## config.mk

```make
export PLATFORM = sky130hd
export DESIGN_NAME = fps_host
export DESIGN_NICKNAME = d
export VERILOG_FILES = /design/src/logic/fps_pkg.sv /design/src/logic/fps_host.sv /design/src/logic/fps_bus_cycle.sv
export SDC_FILE = /design/constraint.sdc
export NUM_CORES = 1
export LEC_CHECK = 0
export BUFFER_PORTS_ARGS = -buffer_cell sky130_fd_sc_hd__buf_2
export CAP_MARGIN = 20
export CORE_ASPECT_RATIO = 1.4
export CORE_UTILIZATION = 58
export CTS_BUF_LIST = sky130_fd_sc_hd__clkbuf_4 sky130_fd_sc_hd__clkbuf_8
export DETAILED_ROUTE_END_ITERATION = 7
export PLACE_DENSITY = 0.94
export SETUP_SLACK_MARGIN = 0.15
export SLEW_MARGIN = 20
export SYNTH_ARGS = -nofsm -noshare
export SYNTH_HDL_FRONTEND = slang
export SYNTH_SLANG_ARGS = --single-unit
```

## constraint.sdc

```tcl
create_clock -name clk -period 8.2 [get_ports clk]
set_clock_uncertainty 0.05 [all_clocks]
set_input_delay 2.46 -clock clk [delete_from_list [all_inputs] [get_ports clk]]
set_output_delay 2.46 -clock clk [all_outputs]
set_load 0.05 [all_outputs]
```

## src/logic/fps_pkg.sv

```systemverilog
/*
 * Package for the flash program/suspend host controller: register map,
 * command codes, status bit positions, timing counts and carrier structs.
 * Assumes a 100 MHz clock and a parallel NOR flash on 16 data/20 address pins.
 */
package fps_pkg;
    localparam int unsigned CLK_MHZ            = 100;
    localparam int unsigned ADDR_W             = 20;
    localparam int unsigned DATA_W             = 16;
    // Own register offsets
    localparam logic [11:0] OFS_CTRL           = 12'h000;
    localparam logic [11:0] OFS_ADDR           = 12'h004;
    localparam logic [11:0] OFS_WDATA          = 12'h008;
    localparam logic [11:0] OFS_STATUS         = 12'h00c;
    localparam logic [11:0] OFS_RDATA          = 12'h010;
    // Control command field
    localparam int unsigned CMD_LSB            = 0;
    localparam int unsigned CMD_W              = 3;
    localparam logic [2:0]  CMD_READ           = 3'h1;
    localparam logic [2:0]  CMD_PROGRAM        = 3'h2;
    localparam logic [2:0]  CMD_SUSPEND        = 3'h3;
    localparam logic [2:0]  CMD_RESUME         = 3'h4;
    localparam logic [2:0]  CMD_RESET          = 3'h5;
    // Status bit positions
    localparam int unsigned ST_BUSY            = 0;
    localparam int unsigned ST_DONE            = 1;
    localparam int unsigned ST_FAIL            = 2;
    localparam int unsigned ST_PINBUSY         = 3;
    // Flash data bit positions
    localparam int unsigned POLL_STATUS_BIT    = 7;
    localparam int unsigned TOGGLE_STATUS_ONE  = 6;
    localparam int unsigned TIMEOUT_FLAG_BIT   = 5;
    localparam int unsigned ERASE_WINDOW_BIT   = 3;
    localparam int unsigned TOGGLE_STATUS_TWO  = 2;
    // Command codes on the flash bus
    localparam logic [7:0]  FL_PROGRAM_CODE    = 8'ha0;
    localparam logic [7:0]  FL_SUSPEND_CODE    = 8'hb0;
    localparam logic [7:0]  FL_RESUME_CODE     = 8'h30;
    localparam logic [7:0]  FL_RESET_CODE      = 8'hf0;
    // Default unlock cycle values (arbitrary, overridable)
    localparam logic [ADDR_W-1:0] UNLOCK1_ADDR = 20'h00555;
    localparam logic [ADDR_W-1:0] UNLOCK2_ADDR = 20'h002aa;
    localparam logic [7:0]  UNLOCK1_DATA       = 8'haa;
    localparam logic [7:0]  UNLOCK2_DATA       = 8'h55;
    // Bus cycle timing
    localparam int unsigned STROBE_NS          = 60;
    localparam int unsigned STROBE_CYC         = (STROBE_NS * CLK_MHZ + 999) / 1000;
    localparam int unsigned SUSPEND_US         = 20;
    localparam int unsigned SUSPEND_CYC        = SUSPEND_US * CLK_MHZ;
    localparam logic [31:0] RESET_CTRL         = 32'h0000_0000;

    typedef struct packed {
        logic              ceB;
        logic              weB;
        logic              oeB;
        logic [ADDR_W-1:0] addr;
        logic [DATA_W-1:0] dOut;
        logic              dOe;
    } fps_pins_t;

    typedef struct packed {
        logic              wr;
        logic [ADDR_W-1:0] addr;
        logic [DATA_W-1:0] data;
    } fps_req_t;
endpackage : fps_pkg

```

## src/logic/fps_host.sv

```systemverilog
/*
 * Host controller for a parallel NOR flash: APB registers, program command
 * sequence with completion polling, erase suspend/resume, reset command.
 * Assumes flash pins are asynchronous to clk; ready/busy is open drain with pull-up.
 */
// Notes on behaviour
// - Program: two unlocks, A0 code, address/data
// - Hardware reset aborts; host reissues sequence
// - Host polls at the program address
// - Valid data only on next read
// - Suspend code B0; other commands leave window
// - After timeout, reset command needed
module fps_host
    import fps_pkg::*;
#(
    parameter logic [19:0] UNLOCK_A1 = fps_pkg::UNLOCK1_ADDR,
    parameter logic [19:0] UNLOCK_A2 = fps_pkg::UNLOCK2_ADDR,
    parameter logic [7:0]  UNLOCK_D1 = fps_pkg::UNLOCK1_DATA,
    parameter logic [7:0]  UNLOCK_D2 = fps_pkg::UNLOCK2_DATA
)
(
    input  wire logic               clk,
    input  wire logic               rst_b,
    input  wire logic               psel,
    input  wire logic               penable,
    input  wire logic               pwrite,
    input  wire logic [11:0]        paddr,
    input  wire logic [31:0]        pwdata,
    output logic [31:0]             prdata,
    output logic                    pready,
    output logic                    pslverr,
    output fps_pkg::fps_pins_t      flashPins,
    input  wire logic [15:0]        flashDataIn,
    input  wire logic               busyIndicatorPin,
    output logic                    flashResetB
);
    import fps_pkg::*;

    typedef enum logic [3:0] {
        HS_IDLE, HS_UNL1, HS_UNL2, HS_CODE, HS_DATA, HS_POLL, HS_SINGLE, HS_WAIT
    } fps_hstate_t;

    fps_hstate_t  state_r;
    logic [2:0]   cmd_r;
    logic [19:0]  addr_r;
    logic [15:0]  wdata_r;
    logic [15:0]  rdata_r;
    logic         busy_r;
    logic         done_r;
    logic         fail_r;
    logic         havePrev_r;
    logic         prevToggle_r;
    logic [1:0]   pinSync_r;
    logic [15:0]  dSync1_r;
    logic [15:0]  dSync2_r;
    logic         cycStart_r;
    fps_req_t     cycReq_r;
    logic         cycDone;
    logic [15:0]  cycData;

    ////////////////////////////////////////////////////////////////////////
    // Synchronisers for flash pins
    always_ff @(posedge clk or negedge rst_b)
    begin
        if (!rst_b)
        begin
            pinSync_r <= 2'b11;
            dSync1_r  <= 16'h0000;
            dSync2_r  <= 16'h0000;
        end
        else
        begin
            pinSync_r <= {pinSync_r[0], busyIndicatorPin};
            dSync1_r  <= flashDataIn;
            dSync2_r  <= dSync1_r;
        end
    end

    fps_bus_cycle u_cycle
    (
        .clk     (clk),
        .rst_b   (rst_b),
        .start   (cycStart_r),
        .req     (cycReq_r),
        .dInSync (dSync2_r),
        .done    (cycDone),
        .rdData  (cycData),
        .pins    (flashPins)
    );

    ////////////////////////////////////////////////////////////////////////
    // APB slave, zero wait states
    wire apbWr    = psel && penable && pwrite;
    wire hitCtrl  = (paddr == OFS_CTRL);
    wire hitAddr  = (paddr == OFS_ADDR);
    wire hitWdata = (paddr == OFS_WDATA);
    wire hitStat  = (paddr == OFS_STATUS);
    wire hitRdata = (paddr == OFS_RDATA);
    wire hitAny   = hitCtrl | hitAddr | hitWdata | hitStat | hitRdata;
    wire newCmd   = apbWr && hitCtrl && !busy_r;
    wire [2:0] wrCmd = pwdata[CMD_LSB +: CMD_W];

    assign pready  = 1'b1;
    assign pslverr = psel && penable && !hitAny;
    assign prdata  = hitStat  ? {28'h0, !pinSync_r[1], fail_r, done_r, busy_r} :
                     hitRdata ? {16'h0, rdata_r} :
                     hitAddr  ? {12'h0, addr_r} :
                     hitWdata ? {16'h0, wdata_r} :
                     hitCtrl  ? {29'h0, cmd_r} : 32'h0;
    assign flashResetB = rst_b;  // controller reset aborts flash too

    // Toggle comparison between successive status reads
    wire curToggle = cycData[TOGGLE_STATUS_ONE];
    wire stillBusy = havePrev_r && (curToggle != prevToggle_r);
    wire pollTrue  = cycData[POLL_STATUS_BIT] == wdata_r[POLL_STATUS_BIT];
    wire timedOut  = cycData[TIMEOUT_FLAG_BIT];

    ////////////////////////////////////////////////////////////////////////
    always_ff @(posedge clk or negedge rst_b)
    begin
        if (!rst_b)
        begin
            state_r      <= HS_IDLE;
            cmd_r        <= 3'h0;
            addr_r       <= 20'h00000;
            wdata_r      <= 16'h0000;
            rdata_r      <= 16'h0000;
            busy_r       <= 1'b0;
            done_r       <= 1'b0;
            fail_r       <= 1'b0;
            havePrev_r   <= 1'b0;
            prevToggle_r <= 1'b0;
            cycStart_r   <= 1'b0;
            cycReq_r     <= '0;
        end
        else
        begin
            cycStart_r <= 1'b0;
            if (apbWr && hitAddr && !busy_r)
                addr_r <= pwdata[19:0];
            if (apbWr && hitWdata && !busy_r)
                wdata_r <= pwdata[15:0];
            if (apbWr && hitStat)
                done_r <= pwdata[ST_DONE] ? 1'b0 : done_r;
            case (state_r)
                HS_IDLE:
                begin
                    if (newCmd)
                    begin
                        cmd_r      <= wrCmd;
                        busy_r     <= 1'b1;
                        havePrev_r <= 1'b0;
                        cycStart_r <= 1'b1;
                        if (wrCmd == CMD_PROGRAM)
                        begin
                            fail_r   <= 1'b0;
                            cycReq_r <= '{wr: 1'b1, addr: UNLOCK_A1, data: {8'h00, UNLOCK_D1}};
                            state_r  <= HS_UNL1;
                        end
                        else
                        begin
                            // Suspend/resume are single writes; device filters context
                            cycReq_r.wr   <= (wrCmd != CMD_READ);
                            cycReq_r.addr <= addr_r;
                            cycReq_r.data <= (wrCmd == CMD_SUSPEND) ? {8'h00, FL_SUSPEND_CODE} :
                                             (wrCmd == CMD_RESUME)  ? {8'h00, FL_RESUME_CODE} :
                                             {8'h00, FL_RESET_CODE};
                            if (wrCmd == CMD_RESET)
                                fail_r <= 1'b0;
                            state_r <= HS_SINGLE;
                        end
                    end
                end
                HS_UNL1:
                    if (cycDone)
                    begin
                        cycReq_r   <= '{wr: 1'b1, addr: UNLOCK_A2, data: {8'h00, UNLOCK_D2}};
                        cycStart_r <= 1'b1;
                        state_r    <= HS_UNL2;
                    end
                HS_UNL2:
                    if (cycDone)
                    begin
                        cycReq_r   <= '{wr: 1'b1, addr: UNLOCK_A1, data: {8'h00, FL_PROGRAM_CODE}};
                        cycStart_r <= 1'b1;
                        state_r    <= HS_CODE;
                    end
                HS_CODE:
                    if (cycDone)
                    begin
                        // Address stable before fall, data held past rise
                        cycReq_r   <= '{wr: 1'b1, addr: addr_r, data: wdata_r};
                        cycStart_r <= 1'b1;
                        state_r    <= HS_DATA;
                    end
                HS_DATA:
                    if (cycDone)
                    begin
                        // Poll at the program address
                        cycReq_r   <= '{wr: 1'b0, addr: addr_r, data: 16'h0000};
                        cycStart_r <= 1'b1;
                        state_r    <= HS_POLL;
                    end
                HS_POLL:
                    if (cycDone)
                    begin
                        prevToggle_r <= curToggle;
                        havePrev_r   <= 1'b1;
                        if (havePrev_r && !stillBusy && pollTrue)
                        begin
                            // Fresh read after settling for data
                            cycStart_r <= 1'b1;
                            state_r    <= HS_SINGLE;
                        end
                        else if (havePrev_r && stillBusy && timedOut)
                        begin
                            fail_r  <= 1'b1;  // software must issue reset
                            state_r <= HS_WAIT;
                        end
                        else
                            cycStart_r <= 1'b1;  // Keep polling, no new writes
                    end
                HS_SINGLE:
                    if (cycDone)
                    begin
                        rdata_r <= cycData;
                        // A stuck zero bit reads back unequal
                        if (cmd_r == CMD_PROGRAM && cycData != wdata_r)
                            fail_r <= 1'b1;
                        state_r <= HS_WAIT;
                    end
                HS_WAIT:
                begin
                    busy_r  <= 1'b0;
                    done_r  <= 1'b1;
                    state_r <= HS_IDLE;
                end
                default: state_r <= HS_IDLE;
            endcase
        end
    end
endmodule : fps_host

```

## src/logic/fps_bus_cycle.sv

```systemverilog
/*
 * One flash bus cycle, write or read, with strobes held STROBE_CYC clocks.
 * Assumes the read data input is already synchronised to clk.
 */
module fps_bus_cycle
    import fps_pkg::*;
(
    input  wire logic               clk,
    input  wire logic               rst_b,
    input  wire logic               start,
    input  wire fps_pkg::fps_req_t  req,
    input  wire logic [15:0]        dInSync,
    output logic                    done,
    output logic [15:0]             rdData,
    output fps_pkg::fps_pins_t      pins
);
    import fps_pkg::*;

    typedef enum logic [1:0] {FB_IDLE, FB_SETUP, FB_STROBE, FB_HOLD} fps_cyc_t;

    fps_cyc_t    state_r;
    fps_req_t    req_r;
    logic [7:0]  cnt_r;
    logic [15:0] rdData_r;
    logic        done_r;

    ////////////////////////////////////////////////////////////////////////
    always_ff @(posedge clk or negedge rst_b)
    begin
        if (!rst_b)
        begin
            state_r  <= FB_IDLE;
            req_r    <= '0;
            cnt_r    <= 8'h00;
            rdData_r <= 16'h0000;
            done_r   <= 1'b0;
        end
        else
        begin
            done_r <= 1'b0;
            case (state_r)
                FB_IDLE:
                begin
                    if (start)
                    begin
                        req_r   <= req;
                        state_r <= FB_SETUP;
                    end
                end
                FB_SETUP:
                begin
                    cnt_r   <= 8'(STROBE_CYC);
                    state_r <= FB_STROBE;
                end
                FB_STROBE:
                begin
                    if (cnt_r == 8'h01)
                    begin
                        // Sample read data before strobe rises
                        rdData_r <= dInSync;
                        state_r  <= FB_HOLD;
                    end
                    cnt_r <= cnt_r - 8'h01;
                end
                FB_HOLD:
                begin
                    done_r  <= 1'b1;
                    state_r <= FB_IDLE;
                end
                default: state_r <= FB_IDLE;
            endcase
        end
    end

    // Address set before the falling strobe, data held past the rising edge
    assign pins.ceB  = (state_r == FB_IDLE);
    assign pins.weB  = !(req_r.wr && state_r == FB_STROBE);
    assign pins.oeB  = !(!req_r.wr && state_r == FB_STROBE);
    assign pins.addr = req_r.addr;
    assign pins.dOut = req_r.data;
    assign pins.dOe  = req_r.wr && state_r != FB_IDLE;
    assign done      = done_r;
    assign rdData    = rdData_r;
endmodule : fps_bus_cycle

```

* Word-level counts from Yosys, hierarchy flattened
Cells that the tools add are included.
** Operators by class
- Add/sub/neg operators :: 1
- Equality and inequality tests :: 38
- Mux-type cells :: 53
- Bitwise gates (word level) :: 4
- Reduce and logical (&&, ||, !) cells :: 50
** Operators with widths (number)
- $mux W37 :: 6
- $pmux W37 S5 :: 1
- $mux W20 :: 3
- $mux W4 :: 9
- $pmux W4 S7 :: 1
- $eq A12 B4 Y1 const B :: 2
- $mux W1 :: 20
- $logic_and A1 B1 Y1 :: 19
- $eq A4 B3 Y1 const B :: 4
- $mux W16 :: 1
- $mux W8 :: 2
- $ne A16 B16 Y1 :: 1
- $ne A2 B1 Y1 const B :: 8
- $pmux W8 S2 :: 1
- $reduce_and A2 Y1 :: 8
- $reduce_and A8 Y1 :: 2
- $eq A12 B3 Y1 const B :: 1
- $eq A12 B5 Y1 const B :: 1
- $logic_not A12 Y1 :: 1
- $reduce_bool A2 Y1 :: 6
- $eq A3 B2 Y1 const B :: 3
- $eq A4 B2 Y1 const B :: 2
- $eq A8 B1 Y1 const B :: 1
- $ne A2 B2 Y1 const B :: 4
- other kinds (23) :: 39
** Storage, ports and cells
- Bits in registers :: 200
- Input bits :: 66
- Output and inout bits :: 75
- Logic and storage cells :: 170

* Logic depth before layout (Yosys ltp)
Gate-level depths: netlist of the first run.
- Word-level depth :: 8
- Depth in mapped cells :: 8
- Gate-level depth less buffers :: 7

* Hierarchy
A second synthesis of the first run with hierarchy kept.
** Second synthesis, totals
- Cell total of the unflattened synthesis :: 726
- Area total of the unflattened synthesis :: 8844.7 sq um
** By module, submodules not included
- fps_host :: times used 1, cells each 510, area each 5879.4 sq um, seq. area each 3380.7 sq um
- fps_bus_cycle :: times used 1, cells each 216, area each 2965.3 sq um, seq. area each 1601.5 sq um

* Least setup slack after synthesis of the first run
No wires, ideal clock.
- Kind :: input to output
- From :: input paddr[9]
- To :: output prdata[3]
- Data arrival time :: 4.440 ns
- Required time :: 5.690 ns
- Path slack :: 1.250 ns
- Cell stages on the path :: 6
- Cells stage by stage :: or4_1 and4bb_1 buf_4 and2_1 a221oi_1 a21oi_1
** Between the ends
- Word-level cells in the longest chain between the ends :: 5
** Ends and longest elaborated chain
- start, declared :: RTL line fps_host.sv:27 : input wire logic [11:0] paddr,
- $eq A12 B4 Y1 :: RTL line fps_host.sv:96 : wire hitWdata = (paddr == OFS_WDATA);
- $mux W16 :: RTL line fps_host.sv:108 : hitWdata ? {16'h0, wdata_r} :
- $mux W20 :: RTL line fps_host.sv:107 : hitAddr ? {12'h0, addr_r} :
- $mux W20 :: RTL line fps_host.sv:106 : hitRdata ? {16'h0, rdata_r} :
- $mux W20 * :: RTL line fps_host.sv:105 : assign prdata = hitStat ? {28'h0, !pinSync_r[1], fail_r, done_r, busy_r} :
- end, declared :: RTL line fps_host.sv:29 : output logic [31:0] prdata,
Every way passes the cells marked *; elsewhere a longest branch is shown, timed or not.

* Worst setup path after layout of the first run
Same ends and word-level chain as after synthesis.

==> impl_metrics.yaml, run 1 <==
layout:
  area.growth.synth_to_final_pct: 9.19
  finish.net_count: 863
  drive_above_1_share_pct: 32.8
critical_path:
  cp_slowest_stage_delay_ns: 0.59
  worstSetupStartpointType: "primary input"
  reg2reg_from: "state_r[0]$_DFFE_PN0P_"
  crit_path_end_kind: "output port"
  rr_worst_depth: 4
  critical_path_startpoint: "paddr[9]"
  cp.required_ns: 5.69
  biggest_fanout_along_the_worst_timing_path: 13
  cell_with_the_largest_stage_delay_on_the_worst_path: "sky130_fd_sc_hd__and4bb_1"
  crit_chain: "buf_2 -> or4_1 -> and4bb_1 -> and2_1 -> a221oi_1 -> a21oi_1 -> buf_2"
  worst_path_most_repeated_cell: "sky130_fd_sc_hd__buf_2"
  crit-reg2reg-capture: "cycReq_r[22]$_DFFE_PN0P_"
  rrSetupSlack_ns: 4.95
  critical_path_class: "primary input to output port"
  critPathCapture: "prdata[3]"
  crit_arrival_ns: 4.84
timing:
  worst_slew_pin_slew_ns: 0.989
  maxSlewViolCount: 0
  finalHoldViolations: 0
  fin_ws_ns: 0.846
  tns_ns: 0
  slew-limit-headroom_pct: 34.1
  holdWs_ns: 0.308
  layout_min_cycle_time_ns: 7.35
  rsz0062_at_grt: "false"
  max_clock_freq_mhz: 136
  timing.final.crit_share_pct: 89.7
  finalSetupViolations: 0
floorplan:
  placeableCoreArea_um2: 14600
  boundaryPins: 141
  fp-row-count: 52
  die-area_um2: 15500
  initial_utilization_pct: 59.9
  die_y_um: 147
  floorplan.die.width_um: 106
logic_synthesis:
  synth_top_area_share_pct: 56.5
  synth_edf_count: 0
  syn-mean-instance-area_um2: 12.0
  netlist_instances: 727
  synthTopCellsByArea: "sky130_fd_sc_hd__dfrtp_1 57%, sky130_fd_sc_hd__mux2_2 13%, sky130_fd_sc_hd__buf_4 4.4%"
  synth_ff_type: "sky130_fd_sc_hd__dfrtp_1"
  async_flop_share_pct: 100
  yosysWarningCount: 0
  yosys_register_bits: 199
  synth.largest_area_cell: "sky130_fd_sc_hd__dfrtp_1"
  post_synth_instance_area_um2: 8720
  yosysUniqueCellTypes: 59
  yosysSeqAreaShare_pct: 57.1
detailed_routing:
  drcViolationCount: 0
  route.final.wire_length_mm: 18.3
  wl_met3_mm: 1.11
  drt-wirelength-per-cell_um: 18.4
  drt-vias-per-instance: 5.83
  num_vias: 5798
  met1Wirelength_mm: 7.35
  dr_wl_met2_mm: 9.23
  final_antenna_net_count: 0
  routed.top_layer: "met4"
  initialDrtViolationCount: 456
  drt-pass1-iter-count: 8
clocking:
  clock_tree.buffer_depth: 2
  cts_buffer_count: 17
  cts.hold.buffers_added: 0
  worst_skew_pair.late_latency_ns: 0.48
  numClockSinks: 199
  post_cts.resized_instances: 0
  worst_path_clk_slew_ns: 0.11
  post-cts-setup-buffers: 0
  cts_root_buf: "sky130_fd_sc_hd__clkbuf_8"
  tritoncts: "built"
  h-tree-depth: 4
global_route:
  grtUsageTotal_pct: 24.9
  grt_max_degree: 77
  via_count_of_the_first_global_routing_pass: 5808
  grt_first_pass_wirelength_mm: 29.8
  global_route.overflow_total: 0
  initial_antenna_violation_count: 1
placement:
  pre_cts_slack_ns: 0.869
  globalplace.congestion: 0.873
  placement.io_buffers: 115
  post-dp-hpwl_mm: 12.8
hold_path:
  hold_class: "flip-flop to flip-flop"
  hold_critical_path_depth: 0
outcome:
  status: "finished clean"
job:
  cap_viol_max_count: 0
pwr:
  cellLeakagePower_nw: 4.80
  power_density_nw_per_um2: 309
  vdd_drop_max_uv: 165
[Yosys cell counts, types with 4 or more instances]
cell                         n
sky130_fd_sc_hd__dfrtp_1   197
sky130_fd_sc_hd__mux2_2    103
sky130_fd_sc_hd__nand2_1    65
sky130_fd_sc_hd__buf_4      51
sky130_fd_sc_hd__o21ai_0    45
sky130_fd_sc_hd__inv_1      37
sky130_fd_sc_hd__clkbuf_1   24
sky130_fd_sc_hd__a21oi_1    19
sky130_fd_sc_hd__xor2_1     18
sky130_fd_sc_hd__mux2i_1    17
sky130_fd_sc_hd__nor2_1     15
sky130_fd_sc_hd__a222oi_1   12
sky130_fd_sc_hd__a22o_1     10
sky130_fd_sc_hd__nor3_1      9
sky130_fd_sc_hd__nor2b_1     8
sky130_fd_sc_hd__nand3_1     7
sky130_fd_sc_hd__buf_2       6
sky130_fd_sc_hd__nor4_1      6
sky130_fd_sc_hd__and3_1      5
sky130_fd_sc_hd__ha_1        5
sky130_fd_sc_hd__o31ai_1     5
sky130_fd_sc_hd__nand4_1     4
sky130_fd_sc_hd__o221ai_1    4
[cell type report]
type	count	area, µm²
antenna	1	2.50
clock buffer	18	248
clock inverter	14	174
fill	1070	5050
inverter	38	143
multi-input combinational	417	3130
sequential	199	4980
tap	189	236
timing repair buffer	119	614
[worst max-delay path, delay by kind of cell]
kind / cells / cell delay [ns]
compound gates: 2 / 0.36
buf+inv: 2 / 0.38
simple gates: 3 / 1.64
[metrics by stage]
step / area, µm² / util, % / std cells / power, W
final: 9530 / 65.4 / 995 / 0.00295
after detailed placement: 9100 / 62.5 / 962 / 0.00232
after global placement: 9100 / 62.5 / 962 / 0.00228
after global routing: 9530 / 65.4 / 995 / 0.00311
after CTS: 9520 / 65.4 / 994 / 0.00296
after floorplan: 8770 / - / 738 / 0.00217
[cells in the final DEF, fill, tap and decap left out, drive strengths merged, types with 2 or more instances in the layout]
cell	netlist	routed
nand4	4	4
mux2	103	103
conb	2	13
a21oi	19	19
a222oi	12	12
or3	2	2
xor2	18	18
a22o	10	10
xnor2	3	3
nor3	9	9
nand2b	2	2
nand2	65	65
o2111ai	2	2
dfstp	2	2
clkbuf	24	19
o221ai	4	4
clkinv	1	7
a211oi	2	2
nand3b	2	2
nor3b	4	4
nand3	7	7
buf	60	118
and3	5	5
mux2i	17	17
nor4	6	6
o31ai	5	5
inv	37	44
dfrtp	197	197
nor2	15	15
or3b	2	2
ha	5	5
a31oi	3	3
a21o	2	2
o21ai	45	45
and2	3	3
a21bo	2	2
nor2b	8	8
[power by group]
group | switching [W] | leakage [nW] | internal, W
clock network | 0.000392 | 0.207 | 0.000242
logic | 0.000656 | 2.07 | 0.000328
registers | 0.000156 | 2.53 | 0.00117
[layer usage]
metal | up-vias | GRT usage, %
li1 | 2616 | -
met5 | - | 0
met2 | 252 | 40.5
met4 | 0 | 11.7
met1 | 2880 | 31.8
met3 | 50 | 5.37
[registers in the layout (all words and copies together), names as in the netlist, 2 cells and up]
| name | count |
|---|---|
| addr_r | 20 |
| cmd_r | 3 |
| cycReq_r | 37 |
| dSync1_r | 16 |
| dSync2_r | 16 |
| pinSync_r | 2 |
| rdata_r | 16 |
| state_r | 3 |
| u_cycle.cnt_r | 8 |
| u_cycle.pins | 36 |
| u_cycle.rdData | 16 |
| u_cycle.state_r | 2 |
| wdata_r | 16 |
[worst min path at each step]
| stage | from | end | slack, ns |
|---|---|---|---|
| 2_1_floorplan | dSync1_r[0]$_DFF_PN0_ | dSync2_r[0]$_DFF_PN0_ | 0.28 |
| 3_3_place_gp | dSync1_r[1]$_DFF_PN0_ | dSync2_r[1]$_DFF_PN0_ | 0.28 |
| 3_5_place_dp | dSync1_r[14]$_DFF_PN0_ | dSync2_r[14]$_DFF_PN0_ | 0.28 |
| 4_1_cts | dSync1_r[5]$_DFF_PN0_ | dSync2_r[5]$_DFF_PN0_ | 0.31 |
| 5_1_grt | dSync1_r[2]$_DFF_PN0_ | dSync2_r[2]$_DFF_PN0_ | 0.31 |
| 6_report | dSync1_r[9]$_DFF_PN0_ | dSync2_r[9]$_DFF_PN0_ | 0.31 |
[kinds of logic (layout without fill, tap and decap cells)]
kind of cell             Yosys count  in the layout  share of synthesized area (%)
flip-flops                       199            199                           57.1
other                              2             14                         0.0861
adder cells (fa/ha/maj)            5              5                          0.717
buffers and inverters            122            189                           7.62
AO/OA/AOI/OAI                    118            118                           9.12
AND/OR/NAND/NOR                  140            140                           8.00
multiplexers                     120            120                           15.2
XOR/XNOR                          21             21                           2.11
(Power assumes the default switching activity.)
==> run 2, diff against run 1 <==
--- a/config.mk
+++ b/config.mk
@@ -9,7 +9,6 @@
 export CAP_MARGIN = 20
 export CORE_ASPECT_RATIO = 1.4
 export CORE_UTILIZATION = 58
-export CTS_BUF_LIST = sky130_fd_sc_hd__clkbuf_4 sky130_fd_sc_hd__clkbuf_8
 export DETAILED_ROUTE_END_ITERATION = 7
 export PLACE_DENSITY = 0.94
 export SETUP_SLACK_MARGIN = 0.15
==> run 2 against run 1 <==
Hold slack lost 0.0070 ns. Power up 7.4%. Largest power group unchanged. Critical path type unchanged. Critical path depth is the same. Fmax fell by 0.26%. First-iteration DRC count is 3.1% higher. Combinational power rose by 0.9%.
==> impl_metrics.yaml, run 2 (synthesis results as in run 1) <==
clocking:
  h-tree-depth: 4
  cts.hold.buffers_added: 0
  tritoncts: "built"
  clock_tree.buffer_depth: 2
  post-cts-setup-buffers: 0
  cts_buffer_count: 17
  post_cts.resized_instances: 0
  numClockSinks: 199
  cts_root_buf: "sky130_fd_sc_hd__clkbuf_16"
  worst_path_clk_slew_ns: 0.07
  worst_skew_pair.late_latency_ns: 0.44
layout:
  most_common_library_cell_in_the_layout_ignoring_fill_and_taps: "sky130_fd_sc_hd__dfrtp_1"
  register_name_with_the_most_flops: "cycReq_r"
  postLayoutCellArea_um2: 9720
  finish.net_count: 863
  layout_common_cells: "197 x sky130_fd_sc_hd__dfrtp_1, 114 x sky130_fd_sc_hd__buf_2, 103 x sky130_fd_sc_hd__mux2_2"
  area.growth.synth_to_final_pct: 11.4
  drive_above_1_share_pct: 32.8
  layout.filler_cells: 1036
  largest_reg_flops: 37
critical_path:
  rrSetupSlack_ns: 4.96
  crit_arrival_ns: 4.86
  biggest_fanout_along_the_worst_timing_path: 13
  worstSetupStartpointType: "primary input"
  reg2reg_from: "state_r[0]$_DFFE_PN0P_"
  crit_path_end_kind: "output port"
  cp.required_ns: 5.69
  critical_path_class: "primary input to output port"
  critical_path_startpoint: "paddr[9]"
  critPathCapture: "prdata[3]"
  crit-reg2reg-capture: "cycReq_r[22]$_DFFE_PN0P_"
  rr_worst_depth: 4
floorplan:
  die-area_um2: 15500
  die_y_um: 147
  fp-row-count: 52
  boundaryPins: 141
  floorplan.die.width_um: 106
  placeableCoreArea_um2: 14600
  initial_utilization_pct: 59.9
timing:
  layout_min_cycle_time_ns: 7.37
  maxSlewViolCount: 0
  max_clock_freq_mhz: 136
  worst_slew_pin_slew_ns: 0.989
  timing.final.crit_share_pct: 89.9
  rsz0062_at_grt: "false"
  finalSetupViolations: 0
  tns_ns: 0
  slew-limit-headroom_pct: 34.1
  fin_ws_ns: 0.827
  finalHoldViolations: 0
placement:
  pre_cts_slack_ns: 0.869
  dpl-instance-area_um2: 9100
  placement.io_buffers: 115
  post-dp-hpwl_mm: 12.8
  globalplace.congestion: 0.873
detailed_routing:
  drt-vias-per-instance: 5.85
  num_vias: 5824
  drt-pass1-iter-count: 5
  final_antenna_net_count: 0
  drt-wirelength-per-cell_um: 18.7
  route.final.wire_length_mm: 18.6
  initialDrtViolationCount: 470
  drcViolationCount: 0
global_route:
  grt_first_pass_wirelength_mm: 30.2
  initial_antenna_violation_count: 1
  grt_max_degree: 77
  via_count_of_the_first_global_routing_pass: 5926
  global_route.overflow_total: 0
  grtUsageTotal_pct: 25.3
pwr:
  vdd_drop_max_uv: 207
  power_density_nw_per_um2: 326
  cellLeakagePower_nw: 4.89
job:
  cap_viol_max_count: 0
hold_path:
  hold_class: "flip-flop to flip-flop"
outcome:
  status: "finished clean"
==> run 2: cell types whose count changed in the layout (fill, tap and decap cells not counted) <==
cell                        before  now
sky130_fd_sc_hd__clkbuf_8       19    2
sky130_fd_sc_hd__clkbuf_16       0   17
==> run 2: cell type report <==
class                           count  area, µm²  share of cell area, %
Antenna cell                        1       2.50                 0.0257
Clock buffer                       18        439                   4.52
Clock inverter                     14        174                   1.79
Inverter                           38        143                   1.47
Multi-Input combinational cell    417       3130                   32.2
Sequential cell                   199       4980                   51.3
Tap cell                          189        236                   2.43
Timing Repair Buffer              119        614                   6.32
==> run 2: routing by layer <==
| metal | routed length [µm] | GRT usage [%] |
|---|---|---|
| met4 | 586 | 12.1 |
| met1 | 7440 | 31.3 |
| met2 | 9500 | 41.8 |
| met3 | 1090 | 5.94 |
| met5 | 0 | 0 |
==> run 2: where the power goes <==
| part | internal [W] | switching, W | total (W) |
|---|---|---|---|
| Combinational | 0.000328 | 0.000664 | 0.000993 |
| Clock | 0.000422 | 0.000421 | 0.000843 |
| Sequential | 0.00117 | 0.000157 | 0.00133 |
==> run 2: metrics by stage <==
step           utilization [%]  power, W  std cells  hold slack [ns]
2_1_floorplan                -   0.00217        738            0.281
3_3_place_gp              62.5   0.00228        962            0.282
3_5_place_dp              62.5   0.00232        962            0.285
4_1_cts                   66.7   0.00318        994            0.303
5_1_grt                   66.7   0.00332        995            0.306
6_report                  66.7   0.00317        995            0.301
==> run 2: worst min path at each step <==
stage,startpoint,to,depth (start not counted)
6_report,dSync1_r[5]$_DFF_PN0_,dSync2_r[5]$_DFF_PN0_,0
5_1_grt,dSync1_r[2]$_DFF_PN0_,dSync2_r[2]$_DFF_PN0_,0
4_1_cts,dSync1_r[5]$_DFF_PN0_,dSync2_r[5]$_DFF_PN0_,0
3_5_place_dp,dSync1_r[14]$_DFF_PN0_,dSync2_r[14]$_DFF_PN0_,0
3_3_place_gp,dSync1_r[1]$_DFF_PN0_,dSync2_r[1]$_DFF_PN0_,0
2_1_floorplan,dSync1_r[0]$_DFF_PN0_,dSync2_r[0]$_DFF_PN0_,0
==> run 2: critical path, cell delays in order <==
cell and delay, ns:
sky130_fd_sc_hd__buf_2 0.09, sky130_fd_sc_hd__or4_1 0.55, sky130_fd_sc_hd__and4bb_1 0.58, sky130_fd_sc_hd__and2_1 0.52, sky130_fd_sc_hd__a221oi_1 0.17, sky130_fd_sc_hd__a21oi_1 0.19
sky130_fd_sc_hd__buf_2 0.29
==> run 3, diff against run 2 <==
--- a/config.mk
+++ b/config.mk
@@ -8,11 +8,13 @@
 export BUFFER_PORTS_ARGS = -buffer_cell sky130_fd_sc_hd__buf_2
 export CAP_MARGIN = 20
 export CORE_ASPECT_RATIO = 1.4
-export CORE_UTILIZATION = 58
+export CORE_UTILIZATION = 53
+export CTS_BUF_LIST = sky130_fd_sc_hd__clkbuf_8
 export DETAILED_ROUTE_END_ITERATION = 7
-export PLACE_DENSITY = 0.94
+export PLACE_DENSITY = 0.9
 export SETUP_SLACK_MARGIN = 0.15
 export SLEW_MARGIN = 20
 export SYNTH_ARGS = -nofsm -noshare
 export SYNTH_HDL_FRONTEND = slang
+export SYNTH_HIERARCHICAL = 1
 export SYNTH_SLANG_ARGS = --single-unit
==> constraint.sdc (replaced) <==
create_clock -name clk -period 6.3 [get_ports clk]
set_clock_uncertainty 0.05 [all_clocks]
set_input_delay 1.89 -clock clk [delete_from_list [all_inputs] [get_ports clk]]
set_output_delay 1.89 -clock clk [all_outputs]
set_load 0.05 [all_outputs]
==> run 3 against run 2 <==
The flow now finishes with violations (DRC). Register-to-register slack got worse by 1.9 ns. Global-route usage decreased by 3.6 points. Critical endpoint unchanged. Via count decreased by 2.3%. Non-clock buffer count increased by 5. Critical path depth unchanged. Setup slack got worse by 0.49 ns. Count of clock-buffer cells in the layout increased by 2. Critical path type unchanged. Clock power increased by 2%. Hold slack got worse by 0.0088 ns. Combinational power decreased by 11%. Final cell count increased by 1.4%.
==> impl_metrics.yaml, run 3 <==
clocking:
  post_cts.resized_instances: 0
  cts.hold.buffers_added: 0
  worst_skew_pair.late_latency_ns: 0.48
  post-cts-setup-buffers: 0
  cts_buffer_count: 17
  h-tree-depth: 4
  tritoncts: "built"
  clock_tree.buffer_depth: 2
  cts_root_buf: "sky130_fd_sc_hd__clkbuf_8"
  worst_path_clk_slew_ns: 0.09
  numClockSinks: 199
critical_path:
  critical_path_class: "primary input to output port"
  crit_arrival_ns: 4.02
  crit_path_end_kind: "output port"
  biggest_fanout_along_the_worst_timing_path: 14
  worstSetupStartpointType: "primary input"
  cp.required_ns: 4.36
  rrSetupSlack_ns: 3.06
logic_synthesis:
  syn-mean-instance-area_um2: 12.2
  yosysUniqueCellTypes: 67
  synth_common_cells: "197 x sky130_fd_sc_hd__dfrtp_1, 98 x sky130_fd_sc_hd__mux2_2, 64 x sky130_fd_sc_hd__nand2_1"
  post_synth_instance_area_um2: 8840
  async_flop_share_pct: 100
  synth_edf_count: 0
  synth_top_area_share_pct: 55.7
  synth.largest_area_cell: "sky130_fd_sc_hd__dfrtp_1"
  synth.most_common_cell: "sky130_fd_sc_hd__dfrtp_1"
  yosysWarningCount: 6
  yosysSeqAreaShare_pct: 56.3
  synthTopCellsByArea: "sky130_fd_sc_hd__dfrtp_1 56%, sky130_fd_sc_hd__mux2_2 12%, sky130_fd_sc_hd__buf_4 4.3%"
  synth_ff_type: "sky130_fd_sc_hd__dfrtp_1"
  netlist_instances: 726
  yosys_register_bits: 199
layout:
  drive_above_1_share_pct: 34.3
  postLayoutCellArea_um2: 9690
  layout_common_cells: "197 x sky130_fd_sc_hd__dfrtp_1, 114 x sky130_fd_sc_hd__buf_2, 98 x sky130_fd_sc_hd__mux2_2"
  layout.filler_cells: 1263
  largest_reg_flops: 37
  finish.net_count: 868
  area_of_the_multi_input_gates_um2: 3280
  area.growth.synth_to_final_pct: 9.52
  instances_no_fill: 1009
  register_name_with_the_most_flops: "cycReq_r"
  most_common_library_cell_in_the_layout_ignoring_fill_and_taps: "sky130_fd_sc_hd__dfrtp_1"
  seqCellArea_um2: 4980
placement:
  placed_cells_incl_taps: 975
  placement.io_buffers: 115
  dpl-instance-area_um2: 9250
  globalplace.congestion: 0.933
  post-dp-hpwl_mm: 12.6
global_route:
  grt_first_pass_wirelength_mm: 29.0
  via_count_of_the_first_global_routing_pass: 5587
  global_route.overflow_total: 0
  grtUsageTotal_pct: 21.7
  initial_antenna_violation_count: 2
  grt_max_degree: 77
timing:
  maxSlewViolCount: 0
  rsz0062_at_grt: "false"
  tns_ns: 0
  finalSetupViolations: 0
  max_clock_freq_mhz: 168
  worst_slew_pin_slew_ns: 0.947
  timing.final.crit_share_pct: 94.6
  finalHoldViolations: 0
  layout_min_cycle_time_ns: 5.96
  slew-limit-headroom_pct: 36.8
pwr:
  total_switching_power_w: 0.00116
  switch_share_pct: 34.6
  internal_power_w: 0.00219
  share_comb_of_total_power_pct: 26.4
  power.clock.fraction_pct: 25.6
  p_total_w: 0.00335
  seqPwrFrac_pct: 48.0
  cellLeakagePower_nw: 4.89
  power_density_nw_per_um2: 345
  vdd_drop_max_uv: 155
detailed_routing:
  dr_wl_met2_mm: 8.90
  num_vias: 5689
  drt-wirelength-per-cell_um: 17.8
  wl_met3_um: 881
  initialDrtViolationCount: 384
  met1Wirelength_mm: 7.41
  drt-pass1-iter-count: 7
  final_antenna_net_count: 0
  drt-vias-per-instance: 5.64
  route.final.wire_length_mm: 17.9
  routed.top_layer: "met4"
  drcViolationCount: 14
floorplan:
  initial_utilization_pct: 54.5
  fp-row-count: 55
  floorplan.die.width_um: 111
  placeableCoreArea_um2: 16200
  die_y_um: 155
  die-area_um2: 17200
  boundaryPins: 141
hold_path:
  hold_class: "flip-flop to flip-flop"
outcome:
  status: "finished, violations left"
  failed_checks: "DRC"
job:
  cap_viol_max_count: 0
-- run 3: cell count changes in the layout (fill, tap and decap cells not counted), moves of 6 or more --
cell,previous run,this run
sky130_fd_sc_hd__clkbuf_16,17,0
sky130_fd_sc_hd__clkbuf_8,2,21
sky130_fd_sc_hd__clkinv_8,6,0
sky130_fd_sc_hd__inv_1,37,25
sky130_fd_sc_hd__mux2_4,0,10
sky130_fd_sc_hd__mux2i_1,17,5
sky130_fd_sc_hd__nor2_1,15,22
sky130_fd_sc_hd__xnor2_1,3,17
sky130_fd_sc_hd__xor2_1,18,1
-- run 3: layout make-up --
type | count | area share (%)
Sequential cell | 199 | 51.4
Tap cell | 199 | 2.57
Timing Repair Buffer | 124 | 6.81
Inverter | 24 | 0.930
Multi-Input combinational cell | 430 | 33.9
Clock buffer | 20 | 2.84
Antenna cell | 2 | 0.0517
Clock inverter | 11 | 1.51
-- run 3: cell families (layout without fill, tap and decap cells) --
kind of cell,after synthesis,in the layout,share of synthesized area (%)
fa+ha+maj,7,7,0.962
simple gates,153,153,9.51
other cells,2,15,0.0849
mux,115,115,15.0
xor+xnor,18,18,1.78
buf+inv,108,179,7.19
compound gates,124,124,9.15
flops,199,199,56.3
-- run 3: per-stage QoR --
step | util (%) | hold WS, ns | worst slack, ns
global route | 59.6 | 0.309 | 0.250
finish | 59.6 | 0.292 | 0.341
global placement | 56.9 | 0.284 | 0.406
detailed placement | 56.9 | 0.285 | 0.382
floorplan | - | 0.281 | 0.219
CTS | 59.5 | 0.295 | 0.380
-- run 3: path summary, 6_finish.rpt --
path	start	to	cells past startpoint
max	paddr[1]	prdata[3]	7
min	dSync1_r[5]$_DFF_PN0_	dSync2_r[5]$_DFF_PN0_	0
max reg2reg	state_r[0]$_DFFE_PN0P_	cycReq_r[27]$_DFFE_PN0P_	7
min reg2reg	dSync1_r[5]$_DFF_PN0_	dSync2_r[5]$_DFF_PN0_	0
max in group asynchronous	rst_b	addr_r[2]$_DFFE_PN0P_	2
min in group asynchronous	rst_b	u_cycle/pins[33]$_DFFE_PN0P_	1
-- run 3: power groups by stage --
stage	combinational, W	sequential, W	clock [W]
after floorplan	0.000756	0.00155	0
after global placement	0.000848	0.00162	0
after detailed placement	0.000879	0.00163	0
after CTS	0.000884	0.00160	0.000870
after global routing	0.000968	0.00163	0.000919
final	0.000885	0.00161	0.000856
-- run 3: worst max-delay path, stage by stage --
cell	delay, ns
sky130_fd_sc_hd__buf_2	0.09
sky130_fd_sc_hd__or4_4	0.55
sky130_fd_sc_hd__nor4_4	0.45
sky130_fd_sc_hd__and2_4	0.34
sky130_fd_sc_hd__a221oi_1	0.11
sky130_fd_sc_hd__a41oi_1	0.27
sky130_fd_sc_hd__buf_2	0.32
-- run 3: routing by layer --
metal | track usage [%] | vias up
met2 | 35.1 | 208
met3 | 3.51 | 59
met5 | 0 | -
met1 | 27.7 | 2788
li1 | - | 2634
met4 | 12.7 | 0
